--- src/rtg_pkg.sv ---
package rtg_pkg;
  localparam int CNT_W = 20;
  localparam int CLK_HZ = 20_000_000;
  localparam int MIN_RATE_HZ = 50;
  localparam int MAX_RATE_HZ = 20000;
  localparam int WDOG_TIME_MS = 100;
  localparam int FAKE_RATE_HZ = 250;
  localparam int MAX_PERIOD_CYC = CLK_HZ / MIN_RATE_HZ;
  localparam int MIN_PERIOD_CYC = CLK_HZ / MAX_RATE_HZ;
  localparam int WDOG_CYC = (CLK_HZ / 1000) * WDOG_TIME_MS;
  localparam int FAKE_CYC = CLK_HZ / FAKE_RATE_HZ;
  localparam logic [7:0] ADDR_CTRL = 8'h00;
  localparam logic [7:0] ADDR_STATUS = 8'h04;
  localparam logic [7:0] ADDR_RDELAY = 8'h08;
  localparam logic [3:0] GRP_CTL = 4'h0;
  localparam logic [3:0] GRP_PERIOD = 4'h1;
  localparam logic [3:0] GRP_GDELAY = 4'h2;
  localparam logic [3:0] GRP_GWIDTH = 4'h3;
  localparam logic [3:0] GRP_MINP = 4'h4;
  localparam logic [3:0] GRP_MAXP = 4'h5;
  localparam int CTRL_W = 12;
  localparam int CTRL_EN = 0;
  localparam int CTRL_EXT = 1;
  localparam int CTRL_FALL = 2;
  localparam int CTRL_WSEL = 4;
  localparam int CTRL_POL = 8;
  localparam int ST_NOTRIG = 0;
  localparam int ST_BLANK = 1;
  localparam int ST_TRIG = 4;
  localparam logic [CNT_W-1:0] PERIOD_RST = 20'h04e20;
  localparam logic [CNT_W-1:0] GWIDTH_RST = 20'h00014;
  localparam logic [1:0] RESP_OKAY = 2'h0;
  localparam logic [1:0] RESP_SLVERR = 2'h2;
endpackage

--- src/rtg_edge_sync.sv ---
`timescale 1ns/1ps
module rtg_edge_sync (
  input  wire logic aclk,
  input  wire logic aresetn,
  input  wire logic async_in,
  input  wire logic fall_sel,
  output logic      pulse
);
  typedef struct packed {
    logic s1;
    logic s2;
    logic s3;
    logic pulse;
  } rtg_sync_t;
  rtg_sync_t s_reg;
  rtg_sync_t s_next;

  always_comb begin
    s_next = s_reg;
    s_next.s1 = async_in;
    s_next.s2 = s_reg.s1;
    s_next.s3 = s_reg.s2;
    // only s2/s3 feed the edge compare; s1 may be metastable
    s_next.pulse = fall_sel ? (s_reg.s3 & ~s_reg.s2)
                            : (s_reg.s2 & ~s_reg.s3);
  end

  always_ff @(posedge aclk) begin
    if (!aresetn) begin
      s_reg <= '0;
    end else begin
      s_reg <= s_next;
    end
  end

  assign pulse = s_reg.pulse;
endmodule

--- src/rtg_gen.sv ---
`timescale 1ns/1ps
module rtg_gen #(
  parameter int CW = rtg_pkg::CNT_W
) (
  input  wire logic          aclk,
  input  wire logic          aresetn,
  input  wire logic          en,
  input  wire logic          free_run,
  input  wire logic          sync,
  input  wire logic [CW-1:0] period,
  input  wire logic [CW-1:0] delay,
  input  wire logic [CW-1:0] width,
  input  wire logic          pol,
  output logic               trig,
  output logic               start
);
  typedef struct packed {
    logic [CW-1:0] cnt;
    logic          trig;
    logic          start;
  } rtg_gen_t;
  rtg_gen_t s_reg;
  rtg_gen_t s_next;
  logic     act;
  logic     wrap;

  always_comb begin
    s_next = s_reg;
    act = (s_reg.cnt >= delay) &&
          ({1'b0, s_reg.cnt} < ({1'b0, delay} + {1'b0, width}));
    wrap = free_run && (s_reg.cnt >= period - CW'(1));
    s_next.start = 1'b0;
    if (!en) begin
      s_next.cnt = '0;
      s_next.trig = pol;
    end else begin
      // edges only on the sample clock grid
      s_next.trig = act ^ pol;
      if (sync || wrap) begin
        s_next.cnt = '0;
        s_next.start = 1'b1;
      end else if (s_reg.cnt != '1) begin
        // saturates when slaved, so a lost sync never retriggers
        if (free_run || s_reg.cnt < period) begin
          s_next.cnt = s_reg.cnt + CW'(1);
        end
      end
    end
  end

  always_ff @(posedge aclk) begin
    if (!aresetn) begin
      s_reg <= '0;
    end else begin
      s_reg <= s_next;
    end
  end

  assign trig = s_reg.trig;
  assign start = s_reg.start;
endmodule

--- src/rtg_top.sv ---
// Design decisions made here: register access over AXI4-Lite and the register addresses.
`timescale 1ns/1ps
module rtg_top #(
  parameter int CW       = rtg_pkg::CNT_W,
  parameter int WDOG_CYC = rtg_pkg::WDOG_CYC,
  parameter int FAKE_CYC = rtg_pkg::FAKE_CYC
) (
  input  wire logic        aclk,
  input  wire logic        aresetn,
  input  wire logic [7:0]  awaddr,
  input  wire logic        awvalid,
  output logic             awready,
  input  wire logic [31:0] wdata,
  input  wire logic [3:0]  wstrb,
  input  wire logic        wvalid,
  output logic             wready,
  output logic [1:0]       bresp,
  output logic             bvalid,
  input  wire logic        bready,
  input  wire logic [7:0]  araddr,
  input  wire logic        arvalid,
  output logic             arready,
  output logic [31:0]      rdata,
  output logic [1:0]       rresp,
  output logic             rvalid,
  input  wire logic        rready,
  input  wire logic        first_trigger_connector_i,
  output logic             first_trigger_connector_o,
  output logic             first_trigger_connector_oe,
  output logic             trigger_out_two,
  output logic             trigger_out_three,
  output logic             trigger_out_four,
  output logic             range_zero,
  output logic             data_blank,
  output logic             no_trigger
);
  localparam int WDW = $clog2(WDOG_CYC + 1);
  localparam int FKW = $clog2(FAKE_CYC + 1);

  typedef struct packed {
    logic                       awrdy;
    logic                       wrdy;
    logic                       arrdy;
    logic [7:0]                 aw_addr;
    logic [31:0]                w_data;
    logic [3:0]                 w_strb;
    logic                       bvalid;
    logic [1:0]                 bresp;
    logic                       rvalid;
    logic [31:0]                rdata;
    logic [1:0]                 rresp;
    logic [rtg_pkg::CTRL_W-1:0] ctrl;
    logic [CW-1:0]              rdelay;
    logic [3:0][CW-1:0]         period;
    logic [3:0][CW-1:0]         gdelay;
    logic [3:0][CW-1:0]         gwidth;
    logic [3:0][CW-1:0]         minp;
    logic [3:0][CW-1:0]         maxp;
    logic [WDW-1:0]             wd;
    logic                       no_trig;
    logic [FKW-1:0]             fake_cnt;
    logic [CW-1:0]              rz_cnt;
    logic                       rz_run;
    logic                       range_zero;
    logic                       oe;
  } rtg_state_t;

  rtg_state_t         s_reg;
  rtg_state_t         s_next;
  logic [3:0]         gtrig;
  logic [3:0]         gstart;
  logic [3:0][CW-1:0] eff_p;
  logic               ext_pulse;
  logic               fake_pulse;
  logic               pretrig;
  logic               en;
  logic               ext;
  logic [1:0]         wsel;
  logic [31:0]        val;
  logic [1:0]         idx;
  logic [1:0]         ridx;

  function automatic logic [31:0] merge(input logic [31:0] o,
                                        input logic [31:0] d,
                                        input logic [3:0]  st);
    logic [31:0] r;
    r = o;
    for (int i = 0; i < 4; i++) begin
      if (st[i]) begin
        r[i*8 +: 8] = d[i*8 +: 8];
      end
    end
    return r;
  endfunction

  assign en = s_reg.ctrl[rtg_pkg::CTRL_EN];
  assign ext = s_reg.ctrl[rtg_pkg::CTRL_EXT];
  assign wsel = s_reg.ctrl[rtg_pkg::CTRL_WSEL +: 2];
  assign fake_pulse = s_reg.no_trig &&
                      (s_reg.fake_cnt == FKW'(FAKE_CYC - 1));
  // in external mode the pretrigger comes from the pin or the substitute
  assign pretrig = ext ? (ext_pulse | fake_pulse) : gstart[0];

  rtg_edge_sync u_sync (
    .aclk     (aclk),
    .aresetn  (aresetn),
    .async_in (first_trigger_connector_i),
    .fall_sel (s_reg.ctrl[rtg_pkg::CTRL_FALL]),
    .pulse    (ext_pulse)
  );

  genvar g;
  generate
    for (g = 0; g < 4; g++) begin : gen_trig
      always_comb begin
        eff_p[g] = s_reg.period[g];
        if (s_reg.period[g] < s_reg.minp[wsel]) begin
          eff_p[g] = s_reg.minp[wsel];
        end else if (s_reg.period[g] > s_reg.maxp[wsel]) begin
          eff_p[g] = s_reg.maxp[wsel];
        end
      end
      rtg_gen #(.CW(CW)) u_gen (
        .aclk     (aclk),
        .aresetn  (aresetn),
        .en       (en && !(g == 0 && ext)),
        .free_run (!ext),
        .sync     (g != 0 && ext && pretrig),
        .period   (eff_p[g]),
        .delay    (s_reg.gdelay[g]),
        .width    (s_reg.gwidth[g]),
        .pol      (s_reg.ctrl[rtg_pkg::CTRL_POL + g]),
        .trig     (gtrig[g]),
        .start    (gstart[g])
      );
    end
  endgenerate

  always_comb begin
    s_next = s_reg;
    idx = s_reg.aw_addr[3:2];
    ridx = araddr[3:2];
    val = '0;
    // write channel: address and data may arrive in either order
    if (awvalid && s_reg.awrdy) begin
      s_next.aw_addr = awaddr;
      s_next.awrdy = 1'b0;
    end
    if (wvalid && s_reg.wrdy) begin
      s_next.w_data = wdata;
      s_next.w_strb = wstrb;
      s_next.wrdy = 1'b0;
    end
    if (!s_reg.awrdy && !s_reg.wrdy && !s_reg.bvalid) begin
      s_next.bvalid = 1'b1;
      s_next.bresp = rtg_pkg::RESP_OKAY;
      case (s_reg.aw_addr[7:4])
        rtg_pkg::GRP_CTL: begin
          if (s_reg.aw_addr == rtg_pkg::ADDR_CTRL) begin
            val = merge(32'(s_reg.ctrl), s_reg.w_data, s_reg.w_strb);
            s_next.ctrl = val[rtg_pkg::CTRL_W-1:0];
          end else if (s_reg.aw_addr == rtg_pkg::ADDR_RDELAY) begin
            val = merge(32'(s_reg.rdelay), s_reg.w_data, s_reg.w_strb);
            s_next.rdelay = val[CW-1:0];
          end else if (s_reg.aw_addr != rtg_pkg::ADDR_STATUS) begin
            s_next.bresp = rtg_pkg::RESP_SLVERR;
          end
        end
        rtg_pkg::GRP_PERIOD: begin
          val = merge(32'(s_reg.period[idx]), s_reg.w_data, s_reg.w_strb);
          s_next.period[idx] = val[CW-1:0];
        end
        rtg_pkg::GRP_GDELAY: begin
          val = merge(32'(s_reg.gdelay[idx]), s_reg.w_data, s_reg.w_strb);
          s_next.gdelay[idx] = val[CW-1:0];
        end
        rtg_pkg::GRP_GWIDTH: begin
          val = merge(32'(s_reg.gwidth[idx]), s_reg.w_data, s_reg.w_strb);
          s_next.gwidth[idx] = val[CW-1:0];
        end
        rtg_pkg::GRP_MINP: begin
          val = merge(32'(s_reg.minp[idx]), s_reg.w_data, s_reg.w_strb);
          s_next.minp[idx] = val[CW-1:0];
        end
        rtg_pkg::GRP_MAXP: begin
          val = merge(32'(s_reg.maxp[idx]), s_reg.w_data, s_reg.w_strb);
          s_next.maxp[idx] = val[CW-1:0];
        end
        default: begin
          s_next.bresp = rtg_pkg::RESP_SLVERR;
        end
      endcase
    end
    if (s_reg.bvalid && bready) begin
      s_next.bvalid = 1'b0;
      s_next.awrdy = 1'b1;
      s_next.wrdy = 1'b1;
    end
    if (arvalid && s_reg.arrdy) begin
      s_next.arrdy = 1'b0;
      s_next.rvalid = 1'b1;
      s_next.rresp = rtg_pkg::RESP_OKAY;
      s_next.rdata = '0;
      case (araddr[7:4])
        rtg_pkg::GRP_CTL: begin
          if (araddr == rtg_pkg::ADDR_CTRL) begin
            s_next.rdata = 32'(s_reg.ctrl);
          end else if (araddr == rtg_pkg::ADDR_STATUS) begin
            s_next.rdata[rtg_pkg::ST_NOTRIG] = s_reg.no_trig;
            s_next.rdata[rtg_pkg::ST_BLANK] = s_reg.no_trig;
            s_next.rdata[rtg_pkg::ST_TRIG +: 4] = gtrig;
          end else if (araddr == rtg_pkg::ADDR_RDELAY) begin
            s_next.rdata = 32'(s_reg.rdelay);
          end else begin
            s_next.rresp = rtg_pkg::RESP_SLVERR;
          end
        end
        rtg_pkg::GRP_PERIOD: s_next.rdata = 32'(s_reg.period[ridx]);
        rtg_pkg::GRP_GDELAY: s_next.rdata = 32'(s_reg.gdelay[ridx]);
        rtg_pkg::GRP_GWIDTH: s_next.rdata = 32'(s_reg.gwidth[ridx]);
        rtg_pkg::GRP_MINP: s_next.rdata = 32'(s_reg.minp[ridx]);
        rtg_pkg::GRP_MAXP: s_next.rdata = 32'(s_reg.maxp[ridx]);
        default: s_next.rresp = rtg_pkg::RESP_SLVERR;
      endcase
    end
    if (s_reg.rvalid && rready) begin
      s_next.rvalid = 1'b0;
      s_next.arrdy = 1'b1;
    end
    // missing pretrigger watchdog and substitute timer
    if (!en || !ext) begin
      s_next.wd = '0;
      s_next.no_trig = 1'b0;
      s_next.fake_cnt = '0;
    end else if (ext_pulse) begin
      s_next.wd = '0;
      s_next.no_trig = 1'b0;
      s_next.fake_cnt = '0;
    end else begin
      if (s_reg.wd != WDW'(WDOG_CYC)) begin
        s_next.wd = s_reg.wd + WDW'(1);
      end
      if (s_reg.wd == WDW'(WDOG_CYC - 1)) begin
        s_next.no_trig = 1'b1;
      end
      if (s_reg.no_trig) begin
        s_next.fake_cnt = fake_pulse ? '0 : s_reg.fake_cnt + FKW'(1);
      end
    end
    // range-zero timing restarts on every pretrigger
    s_next.range_zero = 1'b0;
    if (en && pretrig) begin
      s_next.rz_cnt = '0;
      s_next.rz_run = 1'b1;
    end else if (s_reg.rz_run) begin
      if (s_reg.rz_cnt == s_reg.rdelay) begin
        s_next.range_zero = 1'b1;
        s_next.rz_run = 1'b0;
      end else begin
        s_next.rz_cnt = s_reg.rz_cnt + CW'(1);
      end
    end
    // the connector is released one cycle after external mode is selected, so a fight with the source lasts one cycle at most
    s_next.oe = en && !ext;
  end

  always_ff @(posedge aclk) begin
    if (!aresetn) begin
      s_reg <= '0;
      s_reg.awrdy <= 1'b1;
      s_reg.wrdy <= 1'b1;
      s_reg.arrdy <= 1'b1;
      for (int i = 0; i < 4; i++) begin
        s_reg.period[i] <= rtg_pkg::PERIOD_RST;
        s_reg.gwidth[i] <= rtg_pkg::GWIDTH_RST;
        s_reg.minp[i] <= CW'(rtg_pkg::MIN_PERIOD_CYC);
        s_reg.maxp[i] <= CW'(rtg_pkg::MAX_PERIOD_CYC);
      end
    end else begin
      s_reg <= s_next;
    end
  end

  assign awready = s_reg.awrdy;
  assign wready = s_reg.wrdy;
  assign bvalid = s_reg.bvalid;
  assign bresp = s_reg.bresp;
  assign arready = s_reg.arrdy;
  assign rvalid = s_reg.rvalid;
  assign rdata = s_reg.rdata;
  assign rresp = s_reg.rresp;
  assign first_trigger_connector_o = gtrig[0];
  assign first_trigger_connector_oe = s_reg.oe;
  assign trigger_out_two = gtrig[1];
  assign trigger_out_three = gtrig[2];
  assign trigger_out_four = gtrig[3];
  assign range_zero = s_reg.range_zero;
  assign no_trigger = s_reg.no_trig;
  assign data_blank = s_reg.no_trig;
endmodule

--- config.mk ---
export PLATFORM = sky130hd
export DESIGN_NAME = rtg_top
export DESIGN_NICKNAME = d
export VERILOG_FILES = /design/src/rtg_pkg.sv /design/src/rtg_edge_sync.sv /design/src/rtg_gen.sv /design/src/rtg_top.sv
export SDC_FILE = /design/constraint.sdc
export NUM_CORES = 2
export LEC_CHECK = 0
export BUFFER_PORTS_ARGS = -buffer_cell sky130_fd_sc_hd__buf_2
export CAP_MARGIN = 20
export CORE_MARGIN = 2
export CORE_UTILIZATION = 62
export CTS_CLUSTER_SIZE = 40
export DETAILED_ROUTE_END_ITERATION = 12
export PLACE_DENSITY = 0.91
export SLEW_MARGIN = 10
export SYNTH_ARGS = -nofsm -noshare
export SYNTH_HDL_FRONTEND = slang
export SYNTH_SLANG_ARGS = --single-unit
export TNS_END_PERCENT = 50
--- constraint.sdc ---
create_clock -name aclk -period 11.9 [get_ports aclk]
set_clock_uncertainty 0.15 [all_clocks]
set_input_delay 1.19 -clock aclk [delete_from_list [all_inputs] [get_ports aclk]]
set_output_delay 1.19 -clock aclk [all_outputs]
set_load 0.01 [all_outputs]
Word-level counts from Yosys, hierarchy flattened
Index checks and enable logic that the tools add are counted.
{ "op_classes": {"addsub": 15, "mul": 0, "div_mod_pow": 0, "n_lt_le_gt_ge": 28, "n_eq_ne": 22, "n_shift": 0, "muxes": 110, "n_bitwise": 15, "reduce_logical": 64} }
{ "op_table": {"columns": ["cell", "count"], "rows": [
  ["$bmux W20 S2", 12],
  ["$mux W20", 23],
  ["$bwmux W80", 5],
  ["$mux W8", 30],
  ["$pmux W32 S6", 1],
  ["$ge A20 B20 Y1", 8],
  ["$lt A20 B20 Y1", 8],
  ["$add A20 B1 Y20 const B", 5],
  ["$add A20 B20 Y21", 4],
  ["$lt A20 B21 Y1", 4],
  ["$gt A20 B20 Y1", 4],
  ["$ne A20 B20 Y1 const B", 4],
  ["$sub A20 B1 Y20 const B", 4],
  ["$mux W4", 16],
  ["$demux W20 S2", 1],
  ["$reduce_and A2 Y1", 11],
  ["$add A21 B1 Y21 const B", 1],
  ["$eq A21 B21 Y1 const B", 1],
  ["$ne A21 B21 Y1 const B", 1],
  ["$eq A20 B20 Y1", 1],
  ["$logic_and A1 B1 Y1", 20],
  ["$mux W2", 10],
  ["$reduce_or A3 Y1", 6],
  ["$add A17 B1 Y17 const B", 1],
  ["25 further kinds", 73]
]} }
{ "word_totals": {"regBits": 655, "latch_bits": 0, "ram_bits": 0, "rom_bits": 0, "output_inout_bits": 49, "elab_cells": 310, "memories": 0} }

Logic depth before layout (Yosys ltp)
{ "logic_depth": {"depth_word": 10, "depth_mapped": 36, "ltp_nobuf": 27} }

Hierarchy
From an unflattened synthesis, not the netlist that was laid out.
{ "unflattened": {"cells_unflattened": 5779, "area_unflattened_um2": 51939.8} }
{ "modules_own_cells": {"columns": ["module", "instances", "cells_per_inst", "area_each_um2", "seq_area_each_um2"], "rows": [
  ["rtg_top", 1, 3641, 35126.2, 11050.6],
  ["rtg_gen (gen_trig[3].u_gen)", 1, 545, 4260.3, 440.4],
  ["rtg_gen (gen_trig[0].u_gen)", 1, 531, 4209.0, 440.4],
  ["rtg_gen (gen_trig[2].u_gen)", 1, 553, 4200.3, 440.4],
  ["rtg_gen (gen_trig[1].u_gen)", 1, 499, 4017.6, 440.4],
  ["rtg_edge_sync", 1, 10, 126.4, 80.1]
]} }

Worst setup path before layout
No wires, ideal clock.
{ "synth_path": {"kind": "reg-to-reg", "start": "register s_reg[486] in the netlist's numbering", "end": "register gen_trig[0].u_gen.s_reg[7] in the netlist's numbering", "arrival_time_ns": 7.790, "t_required_ns": 11.693, "setup_slack_ns": 3.903, "path_stages_with_launch": 34, "n_path_buf": 7, "period_less_slack_ns": 7.997, "cell_sequence": "dfxtp_1 buf_6 buf_2 buf_2 buf_1 clkbuf_1 mux4_2 inv_1 ha_1 nand3_1 nor3_1 nand3_1 o21ai_0 nor3_2 nor2_2 clkbuf_1 a21oi_1 o21ai_0 inv_1 ha_1 nand2b_1 a21o_1 a21o_1 a21o_1 a21o_1 a21o_1 a21o_1 a21oi_1 o21ai_0 a2111oi_0 o31ai_1 or2_2 clkbuf_1 o21ba_2"} }
{ "synth_via": {"elab_chain_cells": 9} }
{ "synth_rtl": {"columns": ["item", "line_no", "source"], "rows": [
  ["start: declaration", "rtg_top.sv:68", "rtg_state_t s_reg;"],
  ["start signal: assignment", "rtg_top.sv:280", "s_reg <= s_next;"],
  ["$bmux W20 S2", "rtg_top.sv:119, rtg_top.sv:120", null],
  ["$mux W20 (not written as such)", "rtg_top.sv:119, rtg_top.sv:120", null],
  ["$gt A20 B20 Y1", "rtg_top.sv:119", "end else if (s_reg.period[g] > s_reg.maxp[wsel]) begin"],
  ["$mux W20", "rtg_top.sv:119", null],
  ["$mux W20 (*)", "rtg_top.sv:117", "if (s_reg.period[g] < s_reg.minp[wsel]) begin"],
  ["$sub A20 B1 Y20", "rtg_gen.sv:31", "wrap = free_run && (s_reg.cnt >= period - CW'(1));"],
  ["$ge A20 B20 Y1", "rtg_gen.sv:31", null],
  ["$logic_and A1 B1 Y1", "rtg_gen.sv:31", null],
  ["$reduce_or A3 Y1 (no source line)", null, null],
  ["end signal: assignment", "rtg_gen.sv:55", "s_reg <= s_next;"],
  ["end: declaration", "rtg_gen.sv:22", "rtg_gen_t s_reg;"]
]} }
Mark *: on every way between the ends. The rest lies on a longest branch, timed or not. The select of a mux whose other input is x is not followed.
A chain may end at the register's enable or synchronous reset.

Final worst setup path
{ "layout_path": {"start": "register s_reg[486] in the netlist's numbering", "end": "register gen_trig[3].u_gen.s_reg[18] in the netlist's numbering"} }
{ "layout_via": {"elab_chain_cells": 10} }
{ "layout_rtl": {"columns": ["item", "line_no", "source"], "rows": [
  ["$bmux W20 S2", "rtg_top.sv:119, rtg_top.sv:120", null],
  ["$mux W20 (not written as such)", "rtg_top.sv:119, rtg_top.sv:120", null],
  ["$gt A20 B20 Y1", "rtg_top.sv:119", null],
  ["$mux W20", "rtg_top.sv:119", null],
  ["$mux W20 (*)", "rtg_top.sv:117", null],
  ["$sub A20 B1 Y20", "rtg_gen.sv:31", null],
  ["$ge A20 B20 Y1", "rtg_gen.sv:31", null],
  ["$logic_and A1 B1 Y1", "rtg_gen.sv:31", null],
  ["$logic_or A1 B1 Y1", "rtg_gen.sv:39", "if (sync || wrap) begin"],
  ["$reduce_or A3 Y1 (no source line)", null, null],
  ["end signal: assignment", "rtg_gen.sv:55", null],
  ["end: declaration", "rtg_gen.sv:22", null]
]} }
Marked as above.

==> impl_results.html <==
<table>
<tr><th>Metric</th><th>Value</th></tr>
<tr><th colspan="2">Cells and area</th></tr>
<tr><td>Register area</td><td>12,800 sq um</td></tr>
<tr><td>Area growth from synthesis to layout</td><td>7.44%</td></tr>
<tr><td>Area taken by multi-input logic gates</td><td>34,200 sq um</td></tr>
<tr><td>Fill count</td><td>5,689</td></tr>
<tr><td>Layout cell share with drive strength beyond 1</td><td>11.1%</td></tr>
<tr><td>Final net count</td><td>6,088</td></tr>
<tr><td>Number of flip-flops under the largest register name</td><td>518</td></tr>
<tr><td>Post-Layout Inst Area</td><td>52,900 sq um</td></tr>
<tr><th colspan="2">Detailed routing</th></tr>
<tr><td>Via count</td><td>47,900</td></tr>
<tr><td>Avg Vias per Cell</td><td>7.25</td></tr>
<tr><td># DRC</td><td>0</td></tr>
<tr><td>DR pass1 iterations</td><td>13</td></tr>
<tr><td>DRC marker count from the first detailed-route iteration</td><td>7,806</td></tr>
<tr><td>Routed wire length</td><td>182,000 um</td></tr>
<tr><td>Remaining antenna violation count after routing</td><td>0</td></tr>
<tr><td>Wire per inst</td><td>27.6 um</td></tr>
<tr><th colspan="2">Clock tree</th></tr>
<tr><td>Post-CTS setup buffers</td><td>0</td></tr>
<tr><td>CTS root buf</td><td>clkbuf_16</td></tr>
<tr><td># H-tree levels</td><td>3</td></tr>
<tr><td>CTS-repair resized insts</td><td>0</td></tr>
<tr><td>Clock transition at the register clock pins on the worst setup and hold paths after CTS</td><td>0.06 ns</td></tr>
<tr><td>Insertion delay of the later-clocked pin in the worst-skew pair</td><td>0.69 ns</td></tr>
<tr><td>Number of buffers inserted by hold repair at cts</td><td>0</td></tr>
<tr><td>CTS sink count</td><td>641</td></tr>
<tr><td>Buffer levels on the longest clock path</td><td>3</td></tr>
<tr><td>Number of buffers inserted during clock tree synthesis</td><td>71</td></tr>
<tr><td>TritonCTS clock tree</td><td>done</td></tr>
<tr><th colspan="2">STA</th></tr>
<tr><td>Summed negative setup slack over all endpoints</td><td>0 ns</td></tr>
<tr><td>Number of failing hold endpoints at the final stage</td><td>0</td></tr>
<tr><td>Number of max-slew violations in the final report</td><td>0</td></tr>
<tr><td>Final period demand of the worst path</td><td>9.19 ns</td></tr>
<tr><td>Final cycle utilization of the critical path</td><td>77.2%</td></tr>
<tr><td>Peak clock frequency supported by timing</td><td>0.109 GHz</td></tr>
<tr><td>Actual transition at the worst max-transition pin</td><td>1.24 ns</td></tr>
<tr><td>Setup repair after global routing missed its margin</td><td>no</td></tr>
<tr><td>Total setup violations reported at the end of the flow</td><td>0</td></tr>
<tr><td>Tightest slew margin relative to the limit</td><td>17.0%</td></tr>
<tr><th colspan="2">Synthesis</th></tr>
<tr><td>Share of the synthesized area in compound gates (AO/OA/AOI/OAI)</td><td>18.1%</td></tr>
<tr><td>Post-synthesis share of cell area spent on xor and xnor gates</td><td>3.96%</td></tr>
<tr><td>Cell count after synthesis</td><td>5,573</td></tr>
<tr><td>Area share of fa/ha/maj cells after synthesis</td><td>13.8%</td></tr>
<tr><td>Combinational family with the most area after synthesis</td><td>simple AND/OR/NAND/NOR gates</td></tr>
<tr><td>Number of enable-type register cells in the synthesized netlist</td><td>0</td></tr>
<tr><td>Average size of a mapped cell</td><td>8.84 sq um</td></tr>
<tr><td>Synth Cell Area</td><td>49,300 sq um</td></tr>
<tr><td>Synth Register Bits</td><td>641</td></tr>
<tr><td>Simple-gate share of the synthesized area</td><td>18.7%</td></tr>
<tr><td>Share of the yosys chip area belonging to registers</td><td>26.0%</td></tr>
<tr><td>Commonest register cell after synthesis</td><td>dfxtp_1</td></tr>
<tr><td>Post-synthesis async set-or-reset flop share</td><td>0%</td></tr>
<tr><td>Number of warning messages in the yosys log</td><td>0</td></tr>
<tr><td>Number of unique standard cell types used by synthesis</td><td>99</td></tr>
<tr><td>Post-synthesis mux area share</td><td>14.5%</td></tr>
<tr><th colspan="2">Placed design</th></tr>
<tr><td>Number of buffers added on ports</td><td>81</td></tr>
<tr><td>Placed wire-length estimate</td><td>126,000 um</td></tr>
<tr><td>Routability Congestion</td><td>1.14</td></tr>
<tr><td>Area of placed instances</td><td>50,200 sq um</td></tr>
<tr><th colspan="2">Die</th></tr>
<tr><td>Number of top-level pins</td><td>109</td></tr>
<tr><td>Die outline height</td><td>286 um</td></tr>
<tr><td>Width of the die</td><td>286 um</td></tr>
<tr><td>Starting Density</td><td>62.5%</td></tr>
<tr><td>Die area</td><td>81,700 sq um</td></tr>
<tr><td>Row cnt</td><td>103</td></tr>
<tr><td>Core area</td><td>78,900 sq um</td></tr>
<tr><th colspan="2">Worst setup path</th></tr>
<tr><td>Biggest cell delay along the critical path</td><td>0.99 ns</td></tr>
<tr><td>Number of buffer and inverter instances along the worst setup path</td><td>3</td></tr>
<tr><td>Library cell contributing the largest single delay on the critical path</td><td>a2111oi_0</td></tr>
<tr><td>Endpoint class of the critical path</td><td>flop</td></tr>
<tr><td>Worst Setup SP</td><td>s_reg[486]$_SDFFE_PN0P_</td></tr>
<tr><td>Arrival time of data at the critical path endpoint</td><td>9.55 ns</td></tr>
<tr><td>Critical path start-end classification</td><td>flop to flop</td></tr>
<tr><td>Crit path max fanout</td><td>19</td></tr>
<tr><td>Reg-to-reg startpoint</td><td>s_reg[486]$_SDFFE_PN0P_</td></tr>
<tr><td>Critical Path Start Type</td><td>flop</td></tr>
<tr><td>CP most frequent cell</td><td>a21oi_1</td></tr>
<tr><td>Kind of cell with the highest combined delay on the critical path</td><td>compound AO/OA/AOI/OAI gates</td></tr>
<tr><td>Worst EP required</td><td>12.26 ns</td></tr>
<tr><th colspan="2">Hold path</th></tr>
<tr><td>Hold Startpoint</td><td>u_sync.s_next[2]$_SDFF_PN0_</td></tr>
<tr><td>Tightest Hold Check Type</td><td>flop to flop</td></tr>
<tr><th colspan="2">Global route</th></tr>
<tr><td>Largest net degree at the start of global routing</td><td>139</td></tr>
<tr><td>Global-route wire length before repair</td><td>269,000 um</td></tr>
<tr><td>Number of antenna violations at the first check in global routing</td><td>11</td></tr>
<tr><td>Grt total ovfl</td><td>0</td></tr>
<tr><td>GRT Overall Usage</td><td>43.0%</td></tr>
<tr><td>Number of global-route vias before repair</td><td>45,100</td></tr>
<tr><th colspan="2">Status</th></tr>
<tr><td>Run status</td><td>finished, final reports clean</td></tr>
<tr><th colspan="2">Flow run</th></tr>
<tr><td>Max capacitance violation total</td><td>0</td></tr>
<tr><th colspan="2">Pwr</th></tr>
<tr><td>Maximum vdd drop</td><td>0.000135 V</td></tr>
<tr><td>Total power per unit cell area</td><td>93.7 nW/um^2</td></tr>
<tr><td>Leakage</td><td>0.0237 uW</td></tr>
</table>
-- path summary, 6_finish.rpt --
| kind | cells past startpoint | end | slack (ns) |
|---|---|---|---|
| worst min-delay path | 1 | u_sync.s_next[1]$_SDFF_PN0_ | 0.29 |
| worst max-delay path | 26 | gen_trig[3].u_gen.s_reg[18]$_SDFFE_PP0P_ | 2.71 |
| worst max register to register | 26 | gen_trig[3].u_gen.s_reg[18]$_SDFFE_PP0P_ | 2.71 |
| worst min register to register | 1 | u_sync.s_next[1]$_SDFF_PN0_ | 0.29 |
-- placed cells by master, fill, tap and decap left out, types with 15 or more instances in the layout --
cell type,n
dfxtp_1,635
nor2_1,572
nand2_1,539
ha_1,532
a21oi_1,290
inv_1,265
mux4_2,240
o21ai_0,199
o211a_1,175
mux2i_1,162
nor3b_1,152
a21o_1,140
nand3_1,134
xor2_1,113
xnor2_1,110
nor2b_1,87
o211ai_1,80
nand4_1,78
buf_2,78
clkbuf_16,72
buf_4,72
and3_1,62
a22oi_1,60
nor3_1,53
nand2b_1,46
o21a_1,42
a21boi_0,41
a31oi_1,33
and2_1,32
o31ai_1,32
or3_1,25
o21bai_1,24
or2_2,23
or4_1,23
nor4_1,18
clkbuf_8,17
and4_1,15
-- cells by family after synthesis --
logic type,Yosys count
AOI/OAI and AO/OA,1263
adders and majority gates,541
xor gates and xnor gates,223
DFF,641
and+or+nand+nor,1901
other,1
muxes,414
buffers and inverters,589
-- Yosys cell counts (all sizes together), types with 6 or more instances --
library cell,count,area [sq um]
a2111oi,12,143
a211o,7,61.3
a211oi,15,118
a21boi,42,315
a21o,141,1060
a21oi,295,1500
a221o,6,60.1
a221oi,11,96.3
a22oi,60,450
a31o,10,87.6
a31oi,35,225
and2,32,200
and3,62,388
and4,15,131
buf,99,568
clkbuf,225,847
dfxtp,641,12800
ha,532,6660
inv,265,995
mux2,12,135
mux2i,162,1620
mux4,240,5410
nand2,540,2030
nand2b,46,288
nand3,134,671
nand4,78,488
nor2,589,2220
nor2b,87,544
nor3,59,328
nor3b,152,1140
nor4,20,146
o2111ai,14,123
o211a,175,1750
o211ai,80,601
o21a,42,315
o21ai,203,1020
o21bai,24,180
o31a,6,52.6
o31ai,34,274
or2,23,144
or3,25,156
or4,25,195
xnor2,110,963
xor2,113,990
-- cell type report --
class,instances,share of cell area (%)
clock inverters,29,0.893
diodes,5,0.0236
multi-input cells,4356,64.6
clock buffers,101,3.89
repair buffers,157,2.01
flip-flops and latches,641,24.3
inverters,265,1.88
well taps,1050,2.48
-- metrics by stage --
| stage | worst slack [ns] | hold slack (ns) | instances | util [%] | total power (uW) |
|---|---|---|---|---|---|
| after floorplan | 3.90 | 0.262 | 5586 | - | 2460 |
| after global placement | 3.10 | 0.268 | 6458 | 63.7 | 2560 |
| after detailed placement | 2.98 | 0.276 | 6458 | 63.7 | 2560 |
| after CTS | 2.87 | 0.293 | 6588 | 66.9 | 4900 |
| after global routing | 2.59 | 0.305 | 6600 | 67.1 | 5030 |
| final | 2.71 | 0.288 | 6604 | 67.1 | 4960 |
-- layer usage --
| layer | GRT usage (%) | up-vias | part of all wire, % |
|---|---|---|---|
| met5 | 0.291 | - | 0.098 |
| met4 | 35.4 | 22 | 10 |
| met3 | 17.8 | 1265 | 17 |
| met2 | 60.6 | 4025 | 40 |
| met1 | 51.1 | 22300 | 33 |
| li1 | - | 20300 | - |
-- power breakdown --
group | internal [uW] | leakage [uW] | switching (uW) | total [uW]
sequential | 2160 | 0.00517 | 39.7 | 2200
combinational | 120 | 0.0173 | 230 | 350
clock | 1380 | 0.00123 | 1030 | 2410
No activity file was read; power rests on OpenSTA's default activity.
